### src/pmftg_map.svh
`ifndef PMFTG_MAP_SVH
`define PMFTG_MAP_SVH
// ****************************************
// register indices (byte address = 4 x index)
// ****************************************
`define PMFTG_IDX_PIN_CTL   8'h17
`define PMFTG_IDX_TRIG_CTL  8'h18
`define PMFTG_IDX_HIGH_1    8'h19
`define PMFTG_IDX_HIGH_0    8'h1A
`define PMFTG_IDX_LOW_1     8'h1B
`define PMFTG_IDX_LOW_0     8'h1C
`define PMFTG_IDX_PORT_MASK 8'h30
`define PMFTG_IDX_STATUS    8'h31
// ****************************************
// pin control fields
// ****************************************
`define PMFTG_PIN_SEL       7:5
`define PMFTG_PIN_SRC       4:2
`define PMFTG_PIN_VAL       1
`define PMFTG_PIN_EN        0
// ****************************************
// trigger control fields
// ****************************************
`define PMFTG_TRG_MODE      7:4
`define PMFTG_TRG_SINGLE    3
`define PMFTG_TRG_INIT      2
`define PMFTG_TRG_DUTY      1
`define PMFTG_TRG_ENABLE    0
// ****************************************
// reset values and constants
// ****************************************
`define PMFTG_RST_BYTE      8'h00
`define PMFTG_RST_MASK      4'hF
`define PMFTG_SRC_STATUS    3'h4
`define PMFTG_SRC_RSVD      3'h5
`define PMFTG_LEN_ZERO      24'h000000
`define PMFTG_LEN_ONE       24'h000001
`endif

### src/pmftg_pkg.sv
package pmftg_pkg;
  // forwarded inputs and status of one receive port
  typedef struct packed {
    logic [3:0] fwd;   // forwarded inputs 3..0
    logic       lock;  // port locked
    logic       pass;  // port pass
    logic       fv;    // frame valid
    logic       lv;    // line valid
  } pmftg_rx_s;
  // status of one transmit port
  typedef struct packed {
    logic fv;          // sending frame
    logic lv;          // sending line
    logic synced;      // multi-port synchronized
    logic irq;         // port interrupt
  } pmftg_tx_s;
  // trigger generator states
  typedef enum logic [1:0] {
    PMFTG_IDLE,
    PMFTG_RUN,
    PMFTG_SINGLE
  } pmftg_state_e;
endpackage

### src/pmftg_trig_gen.sv
`timescale 1ns/1ps
`include "pmftg_map.svh"
module pmftg_trig_gen
  import pmftg_pkg::*;
#(
  parameter int LEN_W = 24  // width of a phase length
)
(
  input  wire logic             pclk,
  input  wire logic             presetn,
  input  wire logic             pclk_en,
  input  wire logic             tick,
  input  wire logic             cont_en,
  input  wire logic             single_go,
  input  wire logic             init_level,
  input  wire logic [LEN_W-1:0] high_len,
  input  wire logic [LEN_W-1:0] low_len,
  output logic                  trig_out,
  output logic                  busy
);
  // ****************************************
  // state
  // ****************************************
  pmftg_state_e     state_q,  state_d;  // run state
  logic [LEN_W-1:0] cnt_q,    cnt_d;    // ticks left in phase, minus one
  logic             level_q,  level_d;  // present trigger level

  // phase length of a level, as programmed (count minus one)
  function automatic logic [LEN_W-1:0] len_of(input logic lvl);
    len_of = lvl ? high_len : low_len;
  endfunction

  // ****************************************
  // next state
  // ****************************************
  always_comb
  begin
    state_d = state_q;
    cnt_d   = cnt_q;
    level_d = level_q;
    unique case (state_q)
      PMFTG_IDLE:
      begin
        level_d = init_level;  // rest at the initial level
        if (cont_en)
        begin
          // run starts from the initial level
          state_d = PMFTG_RUN;
          cnt_d   = len_of(init_level);
        end
        else if (single_go)
        begin
          // one pulse of the opposite level
          state_d = PMFTG_SINGLE;
          level_d = ~init_level;
          cnt_d   = len_of(~init_level);
        end
      end
      PMFTG_RUN:
      begin
        if (!cont_en)
        begin
          state_d = PMFTG_IDLE;  // stop at once
          level_d = init_level;
        end
        else if (tick)
        begin
          if (cnt_q == `PMFTG_LEN_ZERO)
          begin
            // value 0 gives a one-tick phase
            level_d = ~level_q;
            cnt_d   = len_of(~level_q);
          end
          else
          begin
            cnt_d = cnt_q - `PMFTG_LEN_ONE;
          end
        end
      end
      PMFTG_SINGLE:
      begin
        if (tick)
        begin
          if (cnt_q == `PMFTG_LEN_ZERO)
          begin
            state_d = PMFTG_IDLE;  // exactly one pulse
            level_d = init_level;
          end
          else
          begin
            cnt_d = cnt_q - `PMFTG_LEN_ONE;
          end
        end
      end
      default:
      begin
        state_d = PMFTG_IDLE;
        level_d = init_level;
      end
    endcase
  end

  // ****************************************
  // registers
  // ****************************************
  always_ff @(posedge pclk or negedge presetn)
  begin
    if (!presetn)
    begin
      state_q <= PMFTG_IDLE;
      cnt_q   <= '0;
      level_q <= 1'b0;
    end
    else if (pclk_en)
    begin
      state_q <= state_d;
      cnt_q   <= cnt_d;
      level_q <= level_d;
    end
  end

  assign trig_out = level_q;
  assign busy     = (state_q != PMFTG_IDLE);
endmodule

### src/pmftg_top.sv
// Notes on behaviour
// - source field picks rx, status or tx
// - rx source: forwarded inputs, lock, pass, valids
// - status source: value, lock or/and, pass, trigger
// - tx source: pass and/or, valids, sync, interrupt
// - value bit drives pin in local mode
// - enable bit gates pin driver, resets low
// - modes 0-3 time from back-channel frame clock
// - modes 01xx time from reference clock
// - modes 1xxx take trigger from external pin
// - single request fires one pulse, reads zero
// - initial level bit sets trigger start level
// - high/low mode uses two 16-bit periods
// - 50/50 mode uses one 24-bit period
// - continuous enable starts and stops generation
// - programmed period is cycles minus one
// - periods held as high and low bytes
//
// The APB register port was left to the implementer.
`timescale 1ns/1ps
`include "pmftg_map.svh"
module pmftg_top
  import pmftg_pkg::*;
#(
  parameter int ADDR_W = 12,  // apb address width
  parameter int NRX    = 4,   // receive ports
  parameter int NTX    = 2,   // transmit ports
  parameter int NGPIO  = 8    // external trigger pins
)
(
  input  wire logic                  pclk,
  input  wire logic                  presetn,
  input  wire logic                  pclk_en,
  input  wire logic                  psel,
  input  wire logic                  penable,
  input  wire logic                  pwrite,
  input  wire logic [ADDR_W-1:0]     paddr,
  input  wire logic [31:0]           pwdata,
  input  wire logic [3:0]            pstrb,
  output logic      [31:0]           prdata,
  output logic                       pready,
  output logic                       pslverr,
  input  wire pmftg_rx_s [NRX-1:0]   rx_status,
  input  wire pmftg_tx_s [NTX-1:0]   tx_status,
  input  wire logic [NRX-1:0]        bc_frame_tick,
  input  wire logic                  ref_tick,
  input  wire logic [NGPIO-1:0]      gpio_in,
  output logic                       pin7_out,
  output logic                       pin7_oe,
  output logic                       camera_trigger_pulse
);
  // ****************************************
  // register state
  // ****************************************
  logic [7:0]     pin_ctl_q,  pin_ctl_d;   // pin7_output_control
  logic [7:0]     trg_ctl_q,  trg_ctl_d;   // frame_trigger_control
  logic [7:0]     high1_q,    high1_d;     // high period 15:8
  logic [7:0]     high0_q,    high0_d;     // high period 7:0
  logic [7:0]     low1_q,     low1_d;      // low period 15:8
  logic [7:0]     low0_q,     low0_d;      // low period 7:0
  logic [NRX-1:0] mask_q,     mask_d;      // enabled receive ports
  logic           single_q,   single_d;    // one-cycle single request
  logic [31:0]    rdata_q,    rdata_d;     // read data
  logic           ready_q,    ready_d;     // access-phase answer
  logic           err_q,      err_d;       // unmapped address

  // ****************************************
  // pin and trigger state
  // ****************************************
  logic           pin_q,      pin_d;       // pin level
  logic           oe_q,       oe_d;        // pin driver enable
  logic           ext_q,      ext_d;       // sampled external trigger
  logic           trig_q,     trig_d;      // trigger seen by the pin
  logic           gen_level;               // generator level
  logic           gen_busy;                // generator running
  logic           gen_tick;                // selected timebase tick
  logic           gen_on;                  // internal mode selected
  logic [23:0]    high_len;                // high phase length
  logic [23:0]    low_len;                 // low phase length

  // ****************************************
  // helpers
  // ****************************************
  // register index of an address; upper bits are cut, so the decode checks them too
  function automatic logic [7:0] idx_of(input logic [ADDR_W-1:0] a);
    idx_of = 8'(a[ADDR_W-1:2]);
  endfunction

  // and over the enabled ports of one status bit, true if none enabled
  function automatic logic and_en(input logic [NRX-1:0] v,
                                  input logic [NRX-1:0] m);
    and_en = &(v | ~m);
  endfunction

  // or over the enabled ports of one status bit
  function automatic logic or_en(input logic [NRX-1:0] v,
                                 input logic [NRX-1:0] m);
    or_en = |(v & m);
  endfunction

  // ****************************************
  // status bits gathered per port
  // ****************************************
  logic [NRX-1:0] lock_v;  // lock of each port
  logic [NRX-1:0] pass_v;  // pass of each port
  always_comb
  begin
    for (int i = 0; i < NRX; i++)
    begin
      lock_v[i] = rx_status[i].lock;
      pass_v[i] = rx_status[i].pass;
    end
  end

  // ****************************************
  // apb slave: one wait state, then answer
  // ****************************************
  logic access;  // access phase of a transfer
  logic commit;  // edge at which the transfer completes
  logic hit;     // address maps to a register
  assign access = psel & penable;
  assign commit = access & ready_q;

  always_comb
  begin
    logic [7:0] idx;
    idx       = idx_of(paddr);
    // the full word address must match, or high addresses would alias onto registers
    hit       = (paddr[1:0] == 2'b00) && ((paddr >> 2) == ADDR_W'(idx)) &&
                (idx == `PMFTG_IDX_PIN_CTL   || idx == `PMFTG_IDX_TRIG_CTL ||
                 idx == `PMFTG_IDX_HIGH_1    || idx == `PMFTG_IDX_HIGH_0   ||
                 idx == `PMFTG_IDX_LOW_1     || idx == `PMFTG_IDX_LOW_0    ||
                 idx == `PMFTG_IDX_PORT_MASK || idx == `PMFTG_IDX_STATUS);
    pin_ctl_d = pin_ctl_q;
    trg_ctl_d = trg_ctl_q;
    high1_d   = high1_q;
    high0_d   = high0_q;
    low1_d    = low1_q;
    low0_d    = low0_q;
    mask_d    = mask_q;
    single_d  = 1'b0;  // self-clearing request
    // answer comes one cycle into the access phase, then drops
    ready_d   = access & ~ready_q;
    err_d     = access & ~ready_q & ~hit;
    rdata_d   = rdata_q;
    if (access && !ready_q)
    begin
      // read data is prepared while pready is still low
      rdata_d = '0;
      unique case (idx)
        `PMFTG_IDX_PIN_CTL:   rdata_d[7:0] = pin_ctl_q;
        `PMFTG_IDX_TRIG_CTL:  rdata_d[7:0] = trg_ctl_q;  // single reads 0
        `PMFTG_IDX_HIGH_1:    rdata_d[7:0] = high1_q;
        `PMFTG_IDX_HIGH_0:    rdata_d[7:0] = high0_q;
        `PMFTG_IDX_LOW_1:     rdata_d[7:0] = low1_q;
        `PMFTG_IDX_LOW_0:     rdata_d[7:0] = low0_q;
        `PMFTG_IDX_PORT_MASK: rdata_d[NRX-1:0] = mask_q;
        `PMFTG_IDX_STATUS:    rdata_d[2:0] = {gen_busy, trig_q, pin_q};
        default:              rdata_d = '0;
      endcase
      if (!hit)
      begin
        rdata_d = '0;  // misaligned or unmapped reads zero
      end
    end
    if (commit && pwrite && hit && pstrb[0])
    begin
      // writes land only at the completing edge
      unique case (idx)
        `PMFTG_IDX_PIN_CTL:   pin_ctl_d = pwdata[7:0];
        `PMFTG_IDX_TRIG_CTL:
        begin
          trg_ctl_d = pwdata[7:0];
          trg_ctl_d[`PMFTG_TRG_SINGLE] = 1'b0;          // never stored
          single_d  = pwdata[`PMFTG_TRG_SINGLE];
        end
        `PMFTG_IDX_HIGH_1:    high1_d = pwdata[7:0];
        `PMFTG_IDX_HIGH_0:    high0_d = pwdata[7:0];
        `PMFTG_IDX_LOW_1:     low1_d  = pwdata[7:0];
        `PMFTG_IDX_LOW_0:     low0_d  = pwdata[7:0];
        `PMFTG_IDX_PORT_MASK: mask_d  = pwdata[NRX-1:0];
        default:              mask_d  = mask_q;         // status is read-only
      endcase
    end
  end

  // register group: bus-written registers and bus answer; status bits come from the pin group and the generator
  always_ff @(posedge pclk or negedge presetn)
  begin
    if (!presetn)
    begin
      pin_ctl_q <= `PMFTG_RST_BYTE;  // driver off after reset
      trg_ctl_q <= `PMFTG_RST_BYTE;  // generation off after reset
      high1_q   <= `PMFTG_RST_BYTE;
      high0_q   <= `PMFTG_RST_BYTE;
      low1_q    <= `PMFTG_RST_BYTE;
      low0_q    <= `PMFTG_RST_BYTE;
      mask_q    <= `PMFTG_RST_MASK;
      single_q  <= 1'b0;
      rdata_q   <= '0;
      ready_q   <= 1'b0;
      err_q     <= 1'b0;
    end
    else if (pclk_en)
    begin
      pin_ctl_q <= pin_ctl_d;
      trg_ctl_q <= trg_ctl_d;
      high1_q   <= high1_d;
      high0_q   <= high0_d;
      low1_q    <= low1_d;
      low0_q    <= low0_d;
      mask_q    <= mask_d;
      single_q  <= single_d;
      rdata_q   <= rdata_d;
      ready_q   <= ready_d;
      err_q     <= err_d;
    end
  end

  assign prdata  = rdata_q;
  assign pready  = ready_q;
  assign pslverr = err_q;

  // ****************************************
  // trigger timebase and periods
  // ****************************************
  logic [3:0] mode;  // trigger_source_mode
  assign mode   = trg_ctl_q[`PMFTG_TRG_MODE];
  assign gen_on = ~mode[3];  // 1xxx means external
  // 00xx: back-channel frame clock of one port
  // 01xx: reference clock
  assign gen_tick = mode[2] ? ref_tick : bc_frame_tick[mode[1:0]];

  always_comb
  begin
    if (trg_ctl_q[`PMFTG_TRG_DUTY])
    begin
      // 50/50: one 24-bit period for both phases
      high_len = {high0_q, low1_q, low0_q};
      low_len  = {high0_q, low1_q, low0_q};
    end
    else
    begin
      // high/low: two separate 16-bit periods
      high_len = {8'h00, high1_q, high0_q};
      low_len  = {8'h00, low1_q, low0_q};
    end
  end

  // generator; in external mode it is held idle at the initial level
  pmftg_trig_gen #(
    .LEN_W (24)
  ) u_gen (
    .pclk       (pclk),
    .presetn    (presetn),
    .pclk_en    (pclk_en),
    .tick       (gen_tick),
    .cont_en    (trg_ctl_q[`PMFTG_TRG_ENABLE] & gen_on),
    .single_go  (single_q & gen_on),
    .init_level (trg_ctl_q[`PMFTG_TRG_INIT]),
    .high_len   (high_len),
    .low_len    (low_len),
    .trig_out   (gen_level),
    .busy       (gen_busy)
  );

  // ****************************************
  // pin output multiplexer
  // ****************************************
  always_comb
  begin
    logic [2:0] src;
    logic [2:0] sel;
    logic [1:0] p;
    src   = pin_ctl_q[`PMFTG_PIN_SRC];
    sel   = pin_ctl_q[`PMFTG_PIN_SEL];
    p     = src[1:0];
    // external pin sampled once; inputs are synchronous
    ext_d  = gpio_in[mode[2:0]];
    trig_d = gen_on ? gen_level : ext_q;
    oe_d   = pin_ctl_q[`PMFTG_PIN_EN];
    pin_d  = 1'b0;
    if (!src[2])
    begin
      // receive port source
      unique case (sel)
        3'h0, 3'h1, 3'h2, 3'h3: pin_d = rx_status[p].fwd[sel[1:0]];
        3'h4:                   pin_d = rx_status[p].lock;
        3'h5:                   pin_d = rx_status[p].pass;
        3'h6:                   pin_d = rx_status[p].fv;
        3'h7:                   pin_d = rx_status[p].lv;
      endcase
    end
    else if (src == `PMFTG_SRC_STATUS)
    begin
      // device status source
      unique case (sel)
        3'h0:    pin_d = pin_ctl_q[`PMFTG_PIN_VAL];
        3'h1:    pin_d = or_en(lock_v, mask_q);
        3'h2:    pin_d = and_en(lock_v, mask_q);
        3'h3:    pin_d = and_en(pass_v, mask_q);
        3'h4:    pin_d = trig_q;
        default: pin_d = 1'b0;  // reserved selects drive low
      endcase
    end
    else if (src != `PMFTG_SRC_RSVD)
    begin
      // transmit port source, port in bit 0
      unique case (sel)
        3'h0:    pin_d = and_en(pass_v, mask_q);
        3'h1:    pin_d = or_en(pass_v, mask_q);
        3'h2:    pin_d = tx_status[src[0]].fv;
        3'h3:    pin_d = tx_status[src[0]].lv;
        3'h4:    pin_d = tx_status[src[0]].synced;
        3'h5:    pin_d = tx_status[src[0]].irq;
        default: pin_d = 1'b0;  // reserved selects drive low
      endcase
    end
  end

  // register group: pin and trigger pipeline
  always_ff @(posedge pclk or negedge presetn)
  begin
    if (!presetn)
    begin
      pin_q  <= 1'b0;
      oe_q   <= 1'b0;
      ext_q  <= 1'b0;
      trig_q <= 1'b0;
    end
    else if (pclk_en)
    begin
      pin_q  <= pin_d;
      oe_q   <= oe_d;
      ext_q  <= ext_d;
      trig_q <= trig_d;
    end
  end

  assign pin7_out             = pin_q;
  assign pin7_oe              = oe_q;
  assign camera_trigger_pulse = trig_q;
endmodule

### config.mk
export PLATFORM = sky130hd
export DESIGN_NAME = pmftg_top
export DESIGN_NICKNAME = d
export VERILOG_FILES = /design/src/pmftg_pkg.sv /design/src/pmftg_trig_gen.sv /design/src/pmftg_top.sv
export VERILOG_INCLUDE_DIRS = /design/src
export SDC_FILE = /design/constraint.sdc
export NUM_CORES = 1
export LEC_CHECK = 0
export ABC_AREA = 1
export BUFFER_PORTS_ARGS = -buffer_cell sky130_fd_sc_hd__buf_2
export CAP_MARGIN = 15
export CELL_PAD_IN_SITES_DETAIL_PLACEMENT = 1
export CELL_PAD_IN_SITES_GLOBAL_PLACEMENT = 2
export CORE_ASPECT_RATIO = 1.2
export CORE_MARGIN = 4
export CORE_UTILIZATION = 32
export CTS_CLUSTER_DIAMETER = 200
export CTS_CLUSTER_SIZE = 14
export DETAILED_ROUTE_END_ITERATION = 16
export GPL_TIMING_DRIVEN = 0
export PLACE_DENSITY = 0.89
export SYNTH_ARGS = -nofsm -noshare
export SYNTH_HDL_FRONTEND = slang
export SYNTH_SLANG_ARGS = --single-unit
### constraint.sdc
create_clock -name pclk -period 5.3 [get_ports pclk]
set_input_delay 0.795 -clock pclk [delete_from_list [all_inputs] [get_ports pclk]]
set_output_delay 0.795 -clock pclk [all_outputs]
set_load 0.01 [all_outputs]
### Word level (Yosys, flattened, before mapping)

Cells that the tools add are included.

| word-level totals | value |
|---|---|
| bits in registers | 117 |
| input port bits | 107 |
| output and inout port bits | 37 |
| word-level logic and storage cells | 156 |

| operators by class | value |
|---|---|
| add/subtract/negate cells | 1 |
| magnitude comparators | 5 |
| eq/ne operators | 28 |
| mux-type cells | 51 |
| bitwise logic cells | 16 |
| reduce and logical (&&, ||, !) cells | 37 |

Operator list:

| kind | count |
|---|---|
| 24-bit two-way mux | 12 |
| 24-bit case mux with 3 select lines | 1 |
| 8-bit by 5-bit equality test with 1-bit output, second input constant | 6 |
| 24-bit zero test | 1 |
| 3-bit case mux with 8 select lines | 1 |
| 4-bit case mux with 6 select lines | 1 |
| 24-bit by 1-bit subtractor with 24-bit output, second input constant | 1 |
| 3-bit AND reduction | 7 |
| 1-bit two-way mux | 17 |
| 8-bit binary-select mux with 2-bit select | 1 |
| 8-bit by 6-bit equality test with 1-bit output, second input constant | 2 |
| 8-bit two-way mux | 2 |
| 3-bit equality test, second input constant | 5 |
| 1-bit case mux with 6 select lines | 2 |
| 4-bit OR reduction | 3 |
| 2-bit two-way mux | 5 |
| 1-bit case mux with 5 select lines | 2 |
| 5-bit AND reduction | 2 |
| 2-bit by 3-bit less-than comparator with 1-bit output, second input constant | 3 |
| 3-bit inequality test, second input constant | 3 |
| 4-bit bitwise AND | 2 |
| 4-bit two-way mux | 2 |
| 2-bit inequality test, second input constant | 4 |
| 4-bit OR | 2 |
| other kinds (25) | 51 |

### Logic depth before layout (Yosys ltp)

Gate-level depths: netlist of the first run.

| logic depth | value |
|---|---|
| word-level depth | 12 |
| gate-level depth with buffers | 14 |
| mapped depth without buffers | 14 |

### Hierarchy

A second synthesis of the first run with hierarchy kept.

| second synthesis, totals | value |
|---|---|
| cells, all modules | 1,310 |
| area total of the unflattened synthesis | 7,886.3 µm² |

Modules (own cells, without submodules):

| module | instances | cells each | area each (µm²) | seq. area each (µm²) |
|---|---|---|---|---|
| pmftg_top | 1 | 707 | 4,599.4 | 1,656.6 |
| pmftg_trig_gen | 1 | 603 | 3,286.9 | 675.6 |

### Worst setup path after synthesis of the first run

OpenSTA, ideal clock, no wires.

| timing | value |
|---|---|
| path type | in2reg |
| from | in paddr[9] |
| to | reg low1_q[2] |
| setup time | 0.126 ns |
| arrival time | 1.998 ns |
| required time | 5.174 ns |
| slack | 3.176 ns |
| cell stages on the path | 11 |
| buffers on the path | 3 |
| cells stage by stage | nor2_2 -> nand2_2 -> nor2_4 -> buf_6 -> nand2_4 -> nand4_4 -> nand3_4 -> buf_6 -> nor2_8 -> buf_6 -> o21ai_0 |

| between the ends | value |
|---|---|
| cells in the longest elaborated chain, start to end | 12 |
| elaborated cells on any way between the ends | 19 |
| classes of those cells | 8 x eq/ne; 11 x reduce/logical |

Ends and longest elaborated chain:

| item | RTL line | text |
|---|---|---|
| from (decl) | pmftg_top.sv:37 | `input wire logic [ADDR_W-1:0] paddr,` |
| 8-bit by 5-bit equality test with 1-bit output | - |  |
| 1-bit logical OR (no source line) (7 in a row) | - |  |
| 1-bit logical AND | pmftg_top.sv:129 | `hit = (paddr[1:0] == 2'b00) && ((paddr >> 2) == ADDR_W'(idx)) &&` |
| 1-bit logical AND (2 in a row) | pmftg_top.sv:166 | `if (commit && pwrite && hit && pstrb[0])` |
| 3-bit AND reduction (no source line) * | - |  |
| to (signal assigned) | pmftg_top.sv:196 | `` low1_q <= `PMFTG_RST_BYTE; `` |
| to (signal assigned) | pmftg_top.sv:210 | `low1_q <= low1_d;` |
| to (decl) | pmftg_top.sv:59 | `logic [7:0] low1_q, low1_d;` |

Mark *: on every way between the ends. The rest lies on a longest branch, timed or not.
A chain may end at the register's enable or synchronous reset.

### Final worst setup path of the first run

| timing | value |
|---|---|
| from | reg u_gen.cnt_q[8] |
| to | reg u_gen.cnt_q[15] |

| between the ends | value |
|---|---|
| cells in the longest elaborated chain, start to end | 5 |
| elaborated cells on any way between the ends | 10 |
| classes of those cells | 1 x add/sub; 1 x eq/ne; 6 x mux; 2 x reduce/logical |

Ends and longest elaborated chain:

| item | RTL line | text |
|---|---|---|
| from (decl) | pmftg_trig_gen.sv:25 | `logic [LEN_W-1:0] cnt_q, cnt_d;` |
| from (signal assigned) | pmftg_trig_gen.sv:117 | `cnt_q <= cnt_d;` |
| 24-bit by 1-bit subtractor with 24-bit output (no source line) or 24-bit zero test (tied branches) | - |  |
| 24-bit two-way mux | pmftg_trig_gen.sv:68 | `` if (cnt_q == `PMFTG_LEN_ZERO) `` |
| 24-bit two-way mux | pmftg_trig_gen.sv:66 | `else if (tick)` |
| 24-bit two-way mux | pmftg_trig_gen.sv:61 | `if (!cont_en)` |
| 24-bit case mux with 3 select lines | pmftg_trig_gen.sv:41 | `unique case (state_q)` |

Several ways; a longest one is shown, not always the timed one. The select of a mux whose other input is x is not followed.

==> metrics, run 1 <==
clock slew at reported path FFs 80 ps; gp weighted congestion 0.857; CTS max path bufs 2; Post-CTS Repair Setup Buffers 0; Final Cycle Share 0.457; hold slack 377 ps; endpoints failing setup 0; die height 175 µm; post-synthesis cell type count 43; Post-Route WL 27,900 µm; WS Path Type flip-flop to flip-flop; clock root buffer clkbuf_16; Stages on worst setup path 10; actual slew at the worst max-slew pin 716 ps; HPWL Detailed 22,100 µm; final hold violation count 0; crit path capture type flip-flop; Mapped Avg Cell Area 6.12 µm²; largest delay contributor family on the critical path simple AND/OR/NAND/NOR gates; Final Non-Filler Cells 1,651; EDFF count, synth 0; PostCTS Resize Cnt 0; Max-slew headroom 0.523; DR vias/cell 4.84; Worst Setup Slack, final 2880 ps; CTS sink count 93; Syn-to-layout area delta 17.4%; most frequent cell after synthesis nand2_1; Reg area 2330 µm²; Pre-antenna DRT Iters 4; yosys warns 0; Worst-Skew Late Latency 360 ps; Post-Synthesis Cells 1,209; RSZ-0062 raised after global routing false; max-cap violations 0; Routed Antenna Nets 0; Seq/Total Area, Yosys 0.315; post-synth top area cell dfrtp_1; die width 147 µm; Sum Neg Setup Slack 0 ps; Worst IR Drop VDD 0.000139 V; slowest cell on the critical path dfrtp_1; crit path launch type flip-flop; Post-synth top cells nand2_1, nor2_1, o21ai_0; via count of the routed design 7,992; row cnt 60; Crit path buffers/inverters 1; Antenna Cells 0; Post-synth top flop dfrtp_1; Residual DRC 0; final period demand of the worst path 2420 ps; number of global-route vias before repair 8,374; GRT Util Overall 0.221; fmax 413 MHz; Worst EP required 5610 ps; DP Cell Count 1,635; first-pass GRT wire length 45,300 µm; top post-synthesis cells by area dfrtp_1, nand2_1, o21ai_0; filler cell count 3,093; total CTS buffers 9; CTS tree done; Arrival @ worst endpoint 2730 ps; Final nets 1,449; initial core utilization 0.327; Pleak 0.00482 µW; total number of H-tree levels 3; Worst Path Max Fanout 10; routed wire length per instance 16.9 µm; core region area 22,600 µm²; Crit path largest cell delay 420 ps; number of antenna violations at the first check in global routing 0; Slew Limit Fails 0; Async S/R FF share, synth 1.00; pwr dens 184 nW/µm²; GRT overflow 0; drt initial violations 361; Place WS 2670 ps; crit-path cells nor2_1 -> nand2_1 -> nor2_2 -> nand3_1 -> clkbuf_1 -> nand2_1 -> nand3_1 -> nand2_1 -> nand2_1 -> nand2_1; Critical Path Most Common Cell nand2_1; largest net degree at the start of global routing 69; status finished, final reports clean; Multi-input gate area 4240 µm²; share of cells above drive strength 1 0.130; Yosys top cell area share 0.301; Die ar. 25,600 µm²; Hold Crit Class input port to asynchronous set/reset pin; Mapped Area 7390 µm²; Yosys reg bits 93; Top Ports 144; R2R cell count 10; Port Buffers 92; clock skew 8.48 ps; Hold Buf Count CTS 0
area by class of cell:
class                   instances  share of cell area
multi-input cells             939               0.489
flip-flops and latches         93               0.269
inverters                     131              0.0566
repair buffers                 93              0.0565
plain buffers                  69              0.0476
well taps                     310              0.0447
clock buffers                   9              0.0259
clock inverters                 7              0.0112
sequential cells by signal, indices dropped and copies added (netlist names):
signal                flops
camera_trigger_pulse      1
ext_q                     1
high0_q                   8
high1_q                   8
low0_q                    8
low1_q                    8
mask_q                    4
pin7_oe                   1
pin7_out                  1
pin_ctl_q                 8
prdata                    8
pready                    1
pslverr                   1
single_q                  1
trg_ctl_q                 7
u_gen.cnt_q              24
u_gen.state_q             2
u_gen.trig_out            1
worst paths after layout:
check	startpoint	to	slack [ps]
max in group asynchronous	presetn	mask_q[1]	4200
hold / removal	presetn	u_gen.cnt_q[23]	380
setup / recovery	u_gen.cnt_q[8]	u_gen.cnt_q[15]	2880
hold reg to reg	ext_q	ext_q	480
min in group pclk	ext_q	ext_q	480
setup reg to reg	u_gen.cnt_q[8]	u_gen.cnt_q[15]	2880
where the power goes:
| part | switching (µW) | internal (µW) |
|---|---|---|
| sequential | 3.19 | 713 |
| clock | 330 | 417 |
| combinational | 85.4 | 51.5 |
placed cells by master (no fill, tap or decap), drive strengths merged, types with 2 or more instances in the layout:
| master | synthesis | final |
|---|---|---|
| nand2 | 478 | 478 |
| nor2 | 142 | 142 |
| buf | 42 | 135 |
| o21ai | 132 | 132 |
| inv | 128 | 130 |
| dfrtp | 89 | 89 |
| nand3 | 50 | 50 |
| clkbuf | 27 | 36 |
| a21oi | 33 | 33 |
| conb | 1 | 24 |
| o22ai | 14 | 14 |
| xor2 | 12 | 12 |
| nor3 | 10 | 10 |
| nand4 | 8 | 8 |
| a211oi | 7 | 7 |
| o211ai | 6 | 6 |
| ha | 6 | 6 |
| xnor2 | 5 | 5 |
| dfstp | 4 | 4 |
| clkinv | 3 | 4 |
| o21bai | 3 | 3 |
| mux2i | 2 | 2 |
| bufinv | 0 | 2 |
| clkinvlp | 0 | 2 |
| nor4 | 2 | 2 |
kinds of logic after synthesis:
| group | after synthesis | share of synthesized area |
|---|---|---|
| buffers and inverters | 200 | 0.122 |
| xor gates and xnor gates | 17 | 0.0201 |
| muxes | 2 | 0.00271 |
| DFF | 93 | 0.315 |
| other | 1 | 0.000507 |
| AOI/OAI and AO/OA | 198 | 0.143 |
| and+or+nand+nor | 692 | 0.386 |
| adders and majority gates | 6 | 0.0102 |
per-stage QoR:
stage | total power [µW] | utilization | area (µm²)
detailed placement | 868 | 0.370 | 8360
finish | 1600 | 0.384 | 8680
CTS | 1610 | 0.384 | 8680
global placement | 864 | 0.369 | 8330
floorplan | 789 | - | 7480
global route | 1660 | 0.384 | 8680
metal layers:
layer,vias up,track usage,part of all wire
met4,0,0.0749,0.030
met3,49,0.0219,0.032
li1,4005,-,-
met2,162,0.394,0.50
met1,3776,0.277,0.43
met5,-,0,0
worst reg2reg max path, stage by stage (launching register included):
cell      delay, ps
dfrtp_1         420
nor2_1          360
nand2_1         160
nor2_2          210
nand3_1         350
clkbuf_1        410
nand2_1         170
nand3_1          80
nand2_1          90
nand2_1          70
nand2_1          60
No activity file was read; power rests on OpenSTA's default activity.
==> run 2: changes to the inputs <==
--- a/config.mk
+++ b/config.mk
@@ -13,12 +13,12 @@
 export CELL_PAD_IN_SITES_GLOBAL_PLACEMENT = 2
 export CORE_ASPECT_RATIO = 1.2
 export CORE_MARGIN = 4
-export CORE_UTILIZATION = 32
+export CORE_UTILIZATION = 29
 export CTS_CLUSTER_DIAMETER = 200
 export CTS_CLUSTER_SIZE = 14
 export DETAILED_ROUTE_END_ITERATION = 16
 export GPL_TIMING_DRIVEN = 0
-export PLACE_DENSITY = 0.89
+export PLACE_DENSITY = 0.82
 export SYNTH_ARGS = -nofsm -noshare
 export SYNTH_HDL_FRONTEND = slang
 export SYNTH_SLANG_ARGS = --single-unit
==> constraint.sdc (replaced) <==
create_clock -name pclk -period 2.5 [get_ports pclk]
set_input_delay 0.375 -clock pclk [delete_from_list [all_inputs] [get_ports pclk]]
set_output_delay 0.375 -clock pclk [all_outputs]
set_load 0.01 [all_outputs]
==> run 2 against run 1 <==
Effect of this change: first-iteration DRC count increased by 2.2%; sequential power increased by 110%; utilization decreased by 3.6 points; power increased by 100%; maximum frequency increased by 6.5%; clock power increased by 87%; critical endpoint is now u_gen.cnt_q[20]; largest cell class unchanged.
==> metrics, run 2 (same netlist as run 1, synthesis figures left out) <==
max-cap violations 0; Power Internal 2320 µW; reg2reg start u_gen.cnt_q[0]; Worst Path Max Fanout 6; HPWL Detailed 22,500 µm; DR WL met2 14,300 µm; initial core utilization 0.297; final period demand of the worst path 2270 ps; number of antenna violations at the first check in global routing 0; DR vias/cell 4.78; flop-to-flop setup slack 230 ps; clock skew 10.1 ps; DP Cell Count 1,650; Residual DRC 0; Hold Buf Count CTS 0; most frequent cells in the layout nand2_1, nor2_1, o21ai_0, inv_1, buf_2; drt initial violations 369; Syn-to-layout area delta 17.3%; clock slew at reported path FFs 70 ps; WS Path Type flip-flop to flip-flop; Port Buffers 92; PostCTS Resize Cnt 0; die height 183 µm; RSZ-0062 raised after global routing false; filler cell count 3,372; RR Endpoint u_gen.cnt_q[20]; Crit path largest cell delay 430 ps; share of cells above drive strength 1 0.133; Slew Limit Fails 0; pwr dens 370 nW/µm²; Place WS 74.4 ps; Final Non-Filler Cells 1,666; Largest Register u_gen.cnt_q; R2R cell count 11; CTS tree done; Comb pwr share 0.091; Crit path buffers/inverters 1; Pleak 0.00482 µW; wl on met1 12,600 µm; Final Cycle Share 0.910; gp weighted congestion 0.872; Switching Power 891 µW; Worst-Skew Late Latency 360 ps; Hold Crit Class input port to asynchronous set/reset pin; routed wire length per instance 17.1 µm; total CTS buffers 9; core region area 24,900 µm²; Post-Route WL 28,500 µm; final hold violation count 0; Worst IR Drop VDD 0.000264 V; first-pass GRT wire length 46,300 µm; Die ar. 28,100 µm²; clock root buffer clkbuf_16; Top Layer Used met4; Pre-antenna DRT Iters 5; fraction of power spent switching nets 0.277; hold slack 82.3 ps; GRT overflow 0; Final nets 1,449; via count of the routed design 7,958; Max-slew headroom 0.490; crit path launch type flip-flop; GRT Util Overall 0.206; crit-path cells inv_1 -> ha_1 -> nand2_1 -> nor2_1 -> nand2_1 -> o21ai_0 -> nand2_1 -> a21oi_1 -> nand2_1 -> nand2_1 -> nand2_1; Stages on worst setup path 11; status finished, final reports clean; fmax 440 MHz; CTS sink count 93; crit path capture type flip-flop; Multi-input gate area 4250 µm²; Top Ports 144; Worst Setup Slack, final 226 ps; clock power share 0.437; Post-CTS Repair Setup Buffers 0; number of global-route vias before repair 8,454; CTS max path bufs 2; Worst EP required 2750 ps; Critical Path Most Common Cell nand2_1; Tot Pwr 3210 µW; DR WL met3 884 µm; largest net degree at the start of global routing 52; Arrival @ worst endpoint 2530 ps; Seq pwr share 0.473; endpoints failing setup 0; total number of H-tree levels 3; Reg area 2330 µm²; row cnt 63; Largest register FFs 24; largest delay contributor family on the critical path simple AND/OR/NAND/NOR gates; die width 154 µm; actual slew at the worst max-slew pin 765 ps; most common cell after layout, fill and taps aside nand2_1; Antenna Cells 0; Routed Antenna Nets 0; slowest cell on the critical path nor2_1
## run 2: how the worst max path moves through the flow
stage,startpoint,to,slack (ps)
after floorplan,u_gen.cnt_q[0],u_gen.cnt_q[20],710
after global placement,presetn,trg_ctl_q[4],-80
after detailed placement,u_gen.cnt_q[8],u_gen.cnt_q[15],70
after CTS,u_gen.cnt_q[9],u_gen.cnt_q[15],50
after global routing,u_gen.cnt_q[0],u_gen.cnt_q[20],3
final,u_gen.cnt_q[0],u_gen.cnt_q[20],230
## run 2: power groups by stage
stage	sequential (µW)	clock (µW)	combinational, µW
finish	1520	1400	291
floorplan	1550	0	124
global route	1520	1520	329
CTS	1520	1440	295
global placement	1550	0	286
detailed placement	1550	0	294
## run 2: through the flow
stage          TNS [ps]   util  instance area (µm²)
2_1_floorplan         0      -                 7480
3_3_place_gp      -5660  0.335                 8350
3_5_place_dp          0  0.336                 8380
4_1_cts               0  0.348                 8660
5_1_grt               0  0.348                 8670
6_report              0  0.348                 8670
## run 2: area by class of cell
| cell class | instances | share of cell area |
|---|---|---|
| repair buffers | 93 | 0.0566 |
| plain buffers | 69 | 0.0481 |
| clock inverters | 7 | 0.00707 |
| flip-flops and latches | 93 | 0.269 |
| clock buffers | 9 | 0.0260 |
| well taps | 325 | 0.0469 |
| inverters | 131 | 0.0567 |
| multi-input cells | 939 | 0.490 |
## run 2: metal layers
metal | GRT usage | up-vias
li1 | - | 3999
met1 | 0.255 | 3770
met2 | 0.372 | 152
met3 | 0.0278 | 37
met4 | 0.0597 | 0
met5 | 0 | -
